## src/cabs_pkg.sv

```systemverilog
// Shared types and constants for the ALU and bit-skip execute block
package cabs_pkg;

  // ******************************
  // Widths and reset values
  // ******************************
  localparam int DATA_W = 8;
  localparam int ADDR_W = 7;
  localparam int BIT_W = 3;
  localparam int DIGIT_MSB = 3;
  localparam logic [7:0] WORK_RESET = 8'h00;
  localparam logic [7:0] FILE_RESET = 8'h00;
  localparam logic [2:0] FLAGS_RESET = 3'h0;

  // ******************************
  // Operation select
  // ******************************
  typedef enum logic [3:0] {
    CABS_OP_NONE,
    CABS_OP_ADD_LITERAL_TO_WORK,
    CABS_OP_ADD_WORK_AND_FILE,
    CABS_OP_AND_LITERAL_WITH_WORK,
    CABS_OP_AND_WORK_WITH_FILE,
    CABS_OP_BIT_CLEAR_FILE,
    CABS_OP_BIT_SET_FILE,
    CABS_OP_SKIP_IF_BIT_CLEAR,
    CABS_OP_SKIP_IF_BIT_SET
  } cabs_op_t;

  // Decoded instruction fields
  typedef struct packed {
    cabs_op_t op;
    logic [6:0] file_addr;
    logic dest_file;
    logic [2:0] bit_sel;
    logic [7:0] literal;
  } cabs_instr_t;

  // Status flags
  typedef struct packed {
    logic carry;
    logic digit_carry_flag;
    logic zero;
  } cabs_flags_t;

endpackage
```

## src/cabs_alu.sv

```systemverilog
// Execute unit for add, and, bit set/clear and bit-test-skip instructions
`timescale 1ns/1ns
// Functional notes
// RULE1: Add-literal sums work and the literal into work and updates carry, digit carry and zero.
// RULE2: Add-file sums work and the file register into work (dest 0) or the file (dest 1), updating all three flags.
// RULE3: And-file ANDs work with the file register, routed by dest, changing only zero.
// RULE4: And-literal ANDs work with the literal into work, changing only zero.
// RULE5: Bit-clear forces the selected bit of the file register low, flags untouched.
// RULE6: Bit-set forces the selected bit of the file register high, flags untouched.
// RULE7: Skip-if-clear replaces the next instruction with a no-operation when the tested bit is 0.
// RULE8: Skip-if-set replaces the next instruction with a no-operation when the tested bit is 1.
// RULE9: A read-modify-write of a port register takes its operand from the pin levels, not the latch.
// RULE10: A true conditional test costs a second cycle run as a no-operation.
// RULE11: Zero marks an all-zero result; carry is carry out of bit 7, digit carry out of bit 3.
module cabs_alu (
  // Clock and reset
  input wire logic I_REF_CLK,
  input wire logic I_RESET,
  // Instruction issue, one per enabled cycle
  input wire logic I_EXEC_EN,
  input wire cabs_pkg::cabs_instr_t I_INSTR,
  // File register read data and port qualification
  input wire logic [7:0] I_FILE_RDATA,
  input wire logic I_FILE_IS_PORT,
  input wire logic [7:0] I_PORT_PINS,
  // File register write back
  output logic O_FILE_WE,
  output logic [6:0] O_FILE_WADDR,
  output logic [7:0] O_FILE_WDATA,
  // Core state
  output logic [7:0] O_WORK,
  output cabs_pkg::cabs_flags_t O_FLAGS,
  output logic O_SKIP,
  output logic O_NOP_CYCLE
);

  // ******************************
  // Operand selection
  // ******************************
  logic [7:0] work;
  cabs_pkg::cabs_flags_t flags;
  logic skip_pending;
  logic nop_cycle;
  logic [7:0] pins_s1;
  logic [7:0] pins_s2;

  // RULE9: pins for port rmw
  wire [7:0] file_operand = I_FILE_IS_PORT ? pins_s2 : I_FILE_RDATA;
  wire cabs_pkg::cabs_op_t op = I_INSTR.op;
  // RULE10: squashed slot executes nothing
  wire live = I_EXEC_EN && !skip_pending;

  wire is_addl = op == cabs_pkg::CABS_OP_ADD_LITERAL_TO_WORK;
  wire is_addf = op == cabs_pkg::CABS_OP_ADD_WORK_AND_FILE;
  wire is_andl = op == cabs_pkg::CABS_OP_AND_LITERAL_WITH_WORK;
  wire is_andf = op == cabs_pkg::CABS_OP_AND_WORK_WITH_FILE;
  wire is_bclr = op == cabs_pkg::CABS_OP_BIT_CLEAR_FILE;
  wire is_bset = op == cabs_pkg::CABS_OP_BIT_SET_FILE;
  wire is_tclr = op == cabs_pkg::CABS_OP_SKIP_IF_BIT_CLEAR;
  wire is_tset = op == cabs_pkg::CABS_OP_SKIP_IF_BIT_SET;

  wire [7:0] b_operand = (is_addl || is_andl) ? I_INSTR.literal : file_operand;

  // ******************************
  // Arithmetic and logic
  // ******************************
  // RULE1: add with carries
  // RULE2: add file operand
  // RULE11: carry out positions
  // Two chained nibble adders, so the digit carry is a real adder output
  logic [3:0] sum_low;
  logic [3:0] sum_high;
  logic carry_low;
  logic carry_high;
  cabs_nibble_add #(
    .W(cabs_pkg::DIGIT_MSB + 1)
  ) add_low (
    .i_a(work[cabs_pkg::DIGIT_MSB:0]),
    .i_b(b_operand[cabs_pkg::DIGIT_MSB:0]),
    .i_carry(1'b0),
    .o_sum(sum_low),
    .o_carry(carry_low)
  );
  cabs_nibble_add #(
    .W(cabs_pkg::DATA_W - cabs_pkg::DIGIT_MSB - 1)
  ) add_high (
    .i_a(work[7:cabs_pkg::DIGIT_MSB + 1]),
    .i_b(b_operand[7:cabs_pkg::DIGIT_MSB + 1]),
    .i_carry(carry_low),
    .o_sum(sum_high),
    .o_carry(carry_high)
  );
  wire [7:0] sum_res = {sum_high, sum_low};
  // RULE3: bitwise and
  // RULE4: and with literal
  wire [7:0] and_res = work & b_operand;
  wire is_add = is_addl || is_addf;
  wire [7:0] alu_res = is_add ? sum_res : and_res;
  // RULE11: zero detect
  wire res_zero = alu_res == 8'h00;

  // RULE5: clear selected bit
  // RULE6: set selected bit
  wire [7:0] bit_mask = 8'h01 << I_INSTR.bit_sel;
  wire [7:0] bit_res = is_bset ? (file_operand | bit_mask) : (file_operand & ~bit_mask);
  wire tested_bit = |(file_operand & bit_mask);

  // ******************************
  // Destination routing
  // ******************************
  wire alu_op = is_add || is_andl || is_andf;
  wire to_file_alu = (is_addf || is_andf) && I_INSTR.dest_file;
  wire next_file_we = live && (to_file_alu || is_bclr || is_bset);
  wire [7:0] next_file_wdata = (is_bclr || is_bset) ? bit_res : alu_res;
  wire work_we = live && alu_op && !to_file_alu;

  cabs_pkg::cabs_flags_t next_flags;
  always_comb begin
    next_flags = flags;
    if (live && alu_op) begin
      next_flags.zero = res_zero;
      if (is_add) begin
        next_flags.carry = carry_high;
        next_flags.digit_carry_flag = carry_low;
      end
    end
  end

  // RULE7: skip on clear bit
  // RULE8: skip on set bit
  wire next_skip = live && ((is_tclr && !tested_bit) || (is_tset && tested_bit));

  // ******************************
  // State registers
  // ******************************
  // Pins are asynchronous: two flops before anything reads them
  always_ff @(posedge I_REF_CLK or posedge I_RESET) begin
    if (I_RESET) begin
      pins_s1 <= 8'h00;
      pins_s2 <= 8'h00;
    end else begin
      pins_s1 <= I_PORT_PINS;
      pins_s2 <= pins_s1;
    end
  end

  always_ff @(posedge I_REF_CLK or posedge I_RESET) begin
    if (I_RESET) begin
      work <= cabs_pkg::WORK_RESET;
    end else if (work_we) begin
      work <= alu_res;
    end
  end

  // RULE11: flags follow the last ALU result
  always_ff @(posedge I_REF_CLK or posedge I_RESET) begin
    if (I_RESET) begin
      flags <= cabs_pkg::cabs_flags_t'(cabs_pkg::FLAGS_RESET);
    end else begin
      flags <= next_flags;
    end
  end

  // Address follows every issue; it only matters while the write strobe is high
  always_ff @(posedge I_REF_CLK or posedge I_RESET) begin
    if (I_RESET) begin
      O_FILE_WE <= 1'b0;
      O_FILE_WADDR <= 7'h00;
      O_FILE_WDATA <= cabs_pkg::FILE_RESET;
    end else begin
      O_FILE_WE <= next_file_we;
      O_FILE_WADDR <= I_INSTR.file_addr;
      O_FILE_WDATA <= next_file_wdata;
    end
  end

  // RULE10: second cycle as nop
  // A squashed slot stays pending until the sequencer issues into it
  wire next_nop = I_EXEC_EN && skip_pending;

  always_ff @(posedge I_REF_CLK or posedge I_RESET) begin
    if (I_RESET) begin
      skip_pending <= 1'b0;
    end else if (I_EXEC_EN) begin
      skip_pending <= next_skip;
    end
  end

  always_ff @(posedge I_REF_CLK or posedge I_RESET) begin
    if (I_RESET) begin
      nop_cycle <= 1'b0;
    end else begin
      nop_cycle <= next_nop;
    end
  end

  assign O_WORK = work;
  assign O_FLAGS = flags;
  assign O_SKIP = skip_pending;
  assign O_NOP_CYCLE = nop_cycle;

endmodule // cabs_alu

// ******************************
// Nibble adder with carry chain
// ******************************
module cabs_nibble_add #(
  parameter int W = 4
) (
  // Operands
  input wire logic [W-1:0] i_a,
  input wire logic [W-1:0] i_b,
  input wire logic i_carry,
  // Result
  output logic [W-1:0] o_sum,
  output logic o_carry
);

  wire [W:0] total = {1'b0, i_a} + {1'b0, i_b} + {{W{1'b0}}, i_carry};

  assign o_sum = total[W-1:0];
  assign o_carry = total[W];

endmodule // cabs_nibble_add

```

## config.mk

```make
export PLATFORM = sky130hd
export DESIGN_NAME = cabs_alu
export DESIGN_NICKNAME = d
export VERILOG_FILES = /design/src/cabs_pkg.sv /design/src/cabs_alu.sv
export SDC_FILE = /design/constraint.sdc
export NUM_CORES = 1
export LEC_CHECK = 0
export BUFFER_PORTS_ARGS = -buffer_cell sky130_fd_sc_hd__buf_2
export CAP_MARGIN = 5
export CORE_AREA = 2 2 70 72
export CTS_CLUSTER_SIZE = 30
export DETAILED_ROUTE_END_ITERATION = 12
export DIE_AREA = 0 0 72 74
export HOLD_SLACK_MARGIN = 0.03
export PLACE_DENSITY = 0.88
export REMOVE_ABC_BUFFERS = 1
export SLEW_MARGIN = 5
export SYNTH_ARGS = -nofsm -noshare
export SYNTH_HDL_FRONTEND = slang
export SYNTH_SLANG_ARGS = --single-unit
export TNS_END_PERCENT = 10
```

## constraint.sdc

```tcl
create_clock -name I_REF_CLK -period 9.62 [get_ports I_REF_CLK]
set_input_delay 1.924 -clock I_REF_CLK [delete_from_list [all_inputs] [get_ports I_REF_CLK]]
set_output_delay 1.924 -clock I_REF_CLK [all_outputs]
set_load 0.01 [all_outputs]
```

==> impl_metrics.prom <==
# TYPE chip_impl_metric gauge
chip_impl_metric{name="wl_per_cell",unit="um"} 14.1
chip_impl_metric{name="vdd_ir_drop_max",unit="mV"} 0.131
chip_impl_info{name="tritoncts_clock_tree",value="yes"} 1
chip_impl_metric{name="globalRouteTotalUtil",unit="%"} 19.4
chip_impl_metric{name="ant_nets",unit=""} 0
chip_impl_metric{name="worst-r2r-cell-count",unit=""} 16
chip_impl_metric{name="fin_skew",unit="ns"} 0.00658
chip_impl_metric{name="ctsHtreeMaxLevel",unit=""} 2
chip_impl_info{name="grt_setup_unrepaired",value="no"} 1
chip_impl_metric{name="drive_above_1_share",unit="%"} 30.8
chip_impl_metric{name="post-cts-setup-buffers",unit=""} 0
chip_impl_metric{name="number_of_warning_messages_in_the_yosys_log",unit=""} 0
chip_impl_info{name="startpoint_type",value="primary input"} 1
chip_impl_metric{name="report.final.slew_viol_count",unit=""} 0
chip_impl_metric{name="ys_seq_area_share",unit="%"} 48.1
chip_impl_metric{name="die_outline_area",unit="um2"} 5330
chip_impl_info{name="synth.cells.most_frequent",value="sky130_fd_sc_hd__dfrtp_1 (45), sky130_fd_sc_hd__nor2_1 (30), sky130_fd_sc_hd__a21oi_1 (27)"} 1
chip_impl_metric{name="p_sw",unit="W"} 0.000193
chip_impl_metric{name="synthesis.instances",unit=""} 223
chip_impl_metric{name="synth_fa_ha_area_share",unit="%"} 6.83
chip_impl_metric{name="num_vias",unit=""} 1841
chip_impl_info{name="most_used_flip_flop_cell_after_synthesis",value="sky130_fd_sc_hd__dfrtp_1"} 1
chip_impl_metric{name="avgViaCountPerCell",unit=""} 5.32
chip_impl_info{name="dominant_combinational_cell_family_by_area_after_synthesis",value="simple AND/OR/NAND/NOR gates"} 1
chip_impl_info{name="timing_worst_setup_path_type",value="in -> reg"} 1
chip_impl_metric{name="clock_power_share",unit="%"} 25.1
chip_impl_metric{name="numCtsBuffers",unit=""} 5
chip_impl_metric{name="worstPathArrival",unit="ns"} 5.49
chip_impl_info{name="endpoint_kind",value="flop"} 1
chip_impl_info{name="synth_top_cell_by_area",value="sky130_fd_sc_hd__dfrtp_1"} 1
chip_impl_metric{name="dpl.cell_count",unit=""} 338
chip_impl_metric{name="dr.first_iter.drc_count",unit=""} 87
chip_impl_metric{name="fin_nets",unit=""} 345
chip_impl_metric{name="initial_core_util",unit="%"} 51.0
chip_impl_metric{name="ys_ff_latch",unit=""} 45
chip_impl_metric{name="worst_slew_margin_rel",unit="%"} 51.1
chip_impl_metric{name="worst-r2r-setup-slack",unit="ns"} 6.26
chip_impl_metric{name="global_route.overflow_total",unit=""} 0
chip_impl_metric{name="tns",unit="ns"} 0
chip_impl_metric{name="static-leakage-power",unit="nW"} 1.43
chip_impl_metric{name="final_design_area_no_fill",unit="um2"} 2830
chip_impl_metric{name="layout_worst_path_cycle_share",unit="%"} 54.6
chip_impl_metric{name="width_of_the_die",unit="um"} 72
chip_impl_metric{name="first_global_vias",unit=""} 1742
chip_impl_metric{name="gp_congestion",unit=""} 0.944
chip_impl_metric{name="hpwlAfterDp",unit="um"} 3780
chip_impl_metric{name="cellInternalPower",unit="W"} 0.000395
chip_impl_metric{name="synth.mux.area_fraction",unit="%"} 11.7
chip_impl_metric{name="per_instance_average_area_after_synthesis",unit="um2"} 10.5
chip_impl_metric{name="largest_net_degree_at_the_start_of_global_routing",unit=""} 46
chip_impl_metric{name="area_growth_syn_to_fin",unit="%"} 20.9
chip_impl_metric{name="total_power",unit="W"} 0.000588
chip_impl_metric{name="core_area",unit="um2"} 4600
chip_impl_metric{name="detailedRoute.firstPassIterationCount",unit=""} 4
chip_impl_info{name="cts-root-buf",value="sky130_fd_sc_hd__clkbuf_8"} 1
chip_impl_metric{name="p_seq_share",unit="%"} 40.3
chip_impl_info{name="worst_hold_path.endpoint",value="pins_s2[1]$_DFF_PP0_"} 1
chip_impl_metric{name="achievable-frequency",unit="MHz"} 190
chip_impl_metric{name="cts_hold_repair.buffers",unit=""} 0
chip_impl_metric{name="yosys.area_share.simple",unit="%"} 15.2
chip_impl_info{name="synth.top_cells.by_area",value="sky130_fd_sc_hd__dfrtp_1 (48%), sky130_fd_sc_hd__mux2i_1 (9.8%), sky130_fd_sc_hd__a21oi_1 (5.8%)"} 1
chip_impl_info{name="crit_start",value="I_INSTR[21]"} 1
chip_impl_metric{name="antenna_found_initial",unit=""} 0
chip_impl_metric{name="cp.required",unit="ns"} 9.86
chip_impl_metric{name="whs_path_depth",unit=""} 0
chip_impl_metric{name="max-clock-path-buffers",unit=""} 2
chip_impl_metric{name="placement_rows",unit=""} 25
chip_impl_metric{name="post-synth-top-area-fraction",unit="%"} 48.1
chip_impl_metric{name="share_of_total_power_in_combinational_logic",unit="%"} 34.5
chip_impl_info{name="status",value="finished clean"} 1
chip_impl_metric{name="final_period_minus_worst_setup_slack",unit="ns"} 5.25
chip_impl_metric{name="max_slew.worst_pin.slew",unit="ns"} 0.732
chip_impl_metric{name="clkSlewWorstSetupHoldPaths",unit="ns"} 0.08
chip_impl_metric{name="synth_edf_count",unit=""} 0
chip_impl_info{name="startpoint_of_the_most_critical_register_to_register_path",value="pins_s2[0]$_DFF_PP0_"} 1
chip_impl_metric{name="final_hold_viol_count",unit=""} 0
chip_impl_metric{name="setup_viol",unit=""} 0
chip_impl_metric{name="detail_route.wirelength",unit="um"} 4880
chip_impl_metric{name="filler_cell_count",unit=""} 384
chip_impl_info{name="cell_with_the_most_instances_after_synthesis",value="sky130_fd_sc_hd__dfrtp_1"} 1
chip_impl_metric{name="worst_skew_pair.late_latency",unit="ns"} 0.30
chip_impl_info{name="reg2reg_to",value="O_FLAGS[0]$_DFFE_PP0P_"} 1
chip_impl_metric{name="route.detailed.drc",unit=""} 0
chip_impl_metric{name="grt_first_pass_wirelength",unit="um"} 7820
chip_impl_info{name="hp-start",value="pins_s1[1]$_DFF_PP0_"} 1
chip_impl_metric{name="fraction_of_the_mapped_netlist_area_in_compound_gates",unit="%"} 11.6
chip_impl_metric{name="swShare",unit="%"} 32.8
chip_impl_metric{name="synth_cell_types",unit=""} 36
chip_impl_info{name="hold_path_class",value="reg -> reg"} 1
chip_impl_metric{name="die_y",unit="um"} 74
chip_impl_metric{name="ctsResizeCount",unit=""} 0
chip_impl_metric{name="floorplan.io_pins",unit=""} 72
chip_impl_metric{name="cts.sinks",unit=""} 45
chip_impl_metric{name="power_per_cell_area",unit="nW/um2"} 208
chip_impl_metric{name="critical_path.max_fanout",unit=""} 16
chip_impl_metric{name="finish.utilization",unit="%"} 61.6
chip_impl_metric{name="drv_cap",unit=""} 0
chip_impl_metric{name="netlist_area",unit="um2"} 2340
chip_impl_metric{name="synth_async_reset_ratio",unit="%"} 100
chip_impl_metric{name="num_antenna_cells",unit=""} 0
chip_impl_metric{name="synthXorXnorAreaFrac",unit="%"} 2.24
chip_impl_metric{name="layoutNonFillerInstCount",unit=""} 346
chip_impl_metric{name="portBuffers",unit=""} 71
chip_impl_metric{name="placed_area",unit="um2"} 2710
## through the flow
stage	hold WS, ns	setup WS [ns]
2_1_floorplan	0.331	4.57
3_3_place_gp	0.331	4.26
3_5_place_dp	0.336	4.07
4_1_cts	0.356	4.39
5_1_grt	0.364	4.11
6_report	0.354	4.37
## critical path: stages
cell and delay, ns:
sky130_fd_sc_hd__buf_2 0.16, sky130_fd_sc_hd__nor2_1 0.16, sky130_fd_sc_hd__nand2_1 0.31, sky130_fd_sc_hd__a21oi_1 0.23
sky130_fd_sc_hd__ha_1 0.22, sky130_fd_sc_hd__inv_1 0.07, sky130_fd_sc_hd__fa_1 0.40, sky130_fd_sc_hd__inv_1 0.08
sky130_fd_sc_hd__a21o_1 0.10, sky130_fd_sc_hd__a21oi_1 0.09, sky130_fd_sc_hd__fa_1 0.39, sky130_fd_sc_hd__inv_1 0.08
sky130_fd_sc_hd__fa_1 0.43, sky130_fd_sc_hd__nor4bb_1 0.32, sky130_fd_sc_hd__nand3_1 0.11, sky130_fd_sc_hd__mux2i_1 0.12
sky130_fd_sc_hd__nor2b_1 0.14, sky130_fd_sc_hd__a31o_2 0.15
## how the worst max path moves through the flow
stage               cells after the start                      to  slack, ns
floorplan                              17  O_FLAGS[0]$_DFFE_PP0P_       4.57
global placement                       18  O_FLAGS[0]$_DFFE_PP0P_       4.26
detailed placement                     18  O_FLAGS[0]$_DFFE_PP0P_       4.07
CTS                                    18  O_FLAGS[0]$_DFFE_PP0P_       4.39
global route                           18  O_FLAGS[0]$_DFFE_PP0P_       4.11
finish                                 18  O_FLAGS[0]$_DFFE_PP0P_       4.37
## cell type report
class                   instances  area, um2  share of cell area, %
repair buffers                 72        363                   12.8
multi-input cells             156       1120                   39.4
inverters                      11       41.3                   1.46
well taps                      54       67.6                   2.38
clock inverters                 2       37.5                   1.32
flip-flops and latches         45       1130                   39.7
clock buffers                   6       82.6                   2.91
## flip-flops by register name, indices dropped and copies added (netlist names)
signal and cells:
O_FILE_WADDR 7, O_FILE_WDATA 8, O_FILE_WE 1, O_FLAGS 3, O_NOP_CYCLE 1, O_SKIP 1, O_WORK 8, pins_s1 8
pins_s2 8
## placed cells by master (no fill, tap or decap), types with 2 or more instances in the layout
cell	count
sky130_fd_sc_hd__a21oi_2	3
sky130_fd_sc_hd__buf_2	71
sky130_fd_sc_hd__o21a_1	2
sky130_fd_sc_hd__nor2b_1	6
sky130_fd_sc_hd__nor3b_1	3
sky130_fd_sc_hd__fa_1	3
sky130_fd_sc_hd__and2_1	2
sky130_fd_sc_hd__nand3_1	4
sky130_fd_sc_hd__nand3b_1	5
sky130_fd_sc_hd__nor2_1	30
sky130_fd_sc_hd__nand2_1	8
sky130_fd_sc_hd__a21oi_1	27
sky130_fd_sc_hd__o31ai_1	2
sky130_fd_sc_hd__clkbuf_8	6
sky130_fd_sc_hd__xor2_1	3
sky130_fd_sc_hd__ha_1	8
sky130_fd_sc_hd__mux4_2	2
sky130_fd_sc_hd__nor3_1	3
sky130_fd_sc_hd__mux2i_1	23
sky130_fd_sc_hd__nand2b_1	3
sky130_fd_sc_hd__dfrtp_1	45
sky130_fd_sc_hd__a21o_1	3
sky130_fd_sc_hd__inv_1	10
sky130_fd_sc_hd__o21ai_0	3
sky130_fd_sc_hd__xnor2_1	3
## power by group through the flow
stage / sequential (W) / clock [W] / combinational, W
finish: 0.000237 / 0.000148 / 0.000203
global route: 0.000242 / 0.000160 / 0.000226
CTS: 0.000238 / 0.000152 / 0.000205
detailed placement: 0.000241 / 0 / 0.000203
floorplan: 0.000254 / 0 / 0.000118
global placement: 0.000240 / 0 / 0.000196
## routing by layer
| layer | part of all wire, % | track usage (%) | wire [um] | vias to the layer above |
|---|---|---|---|---|
| li1 | - | - | - | 899 |
| met1 | 44 | 25.7 | 2160 | 876 |
| met2 | 49 | 32.0 | 2390 | 61 |
| met3 | 5.4 | 4.47 | 264 | 5 |
| met4 | 1.2 | 6.08 | 60 | 0 |
| met5 | 0 | 0 | 0 | - |
## kinds of logic after synthesis
logic type               after synthesis
AO/OA/AOI/OAI                         44
multiplexers                          25
adder cells (fa/ha/maj)               11
flip-flops                            45
buffers and inverters                 22
XOR/XNOR                               6
AND/OR/NAND/NOR                       70
No activity file was read; power rests on OpenSTA's default activity.
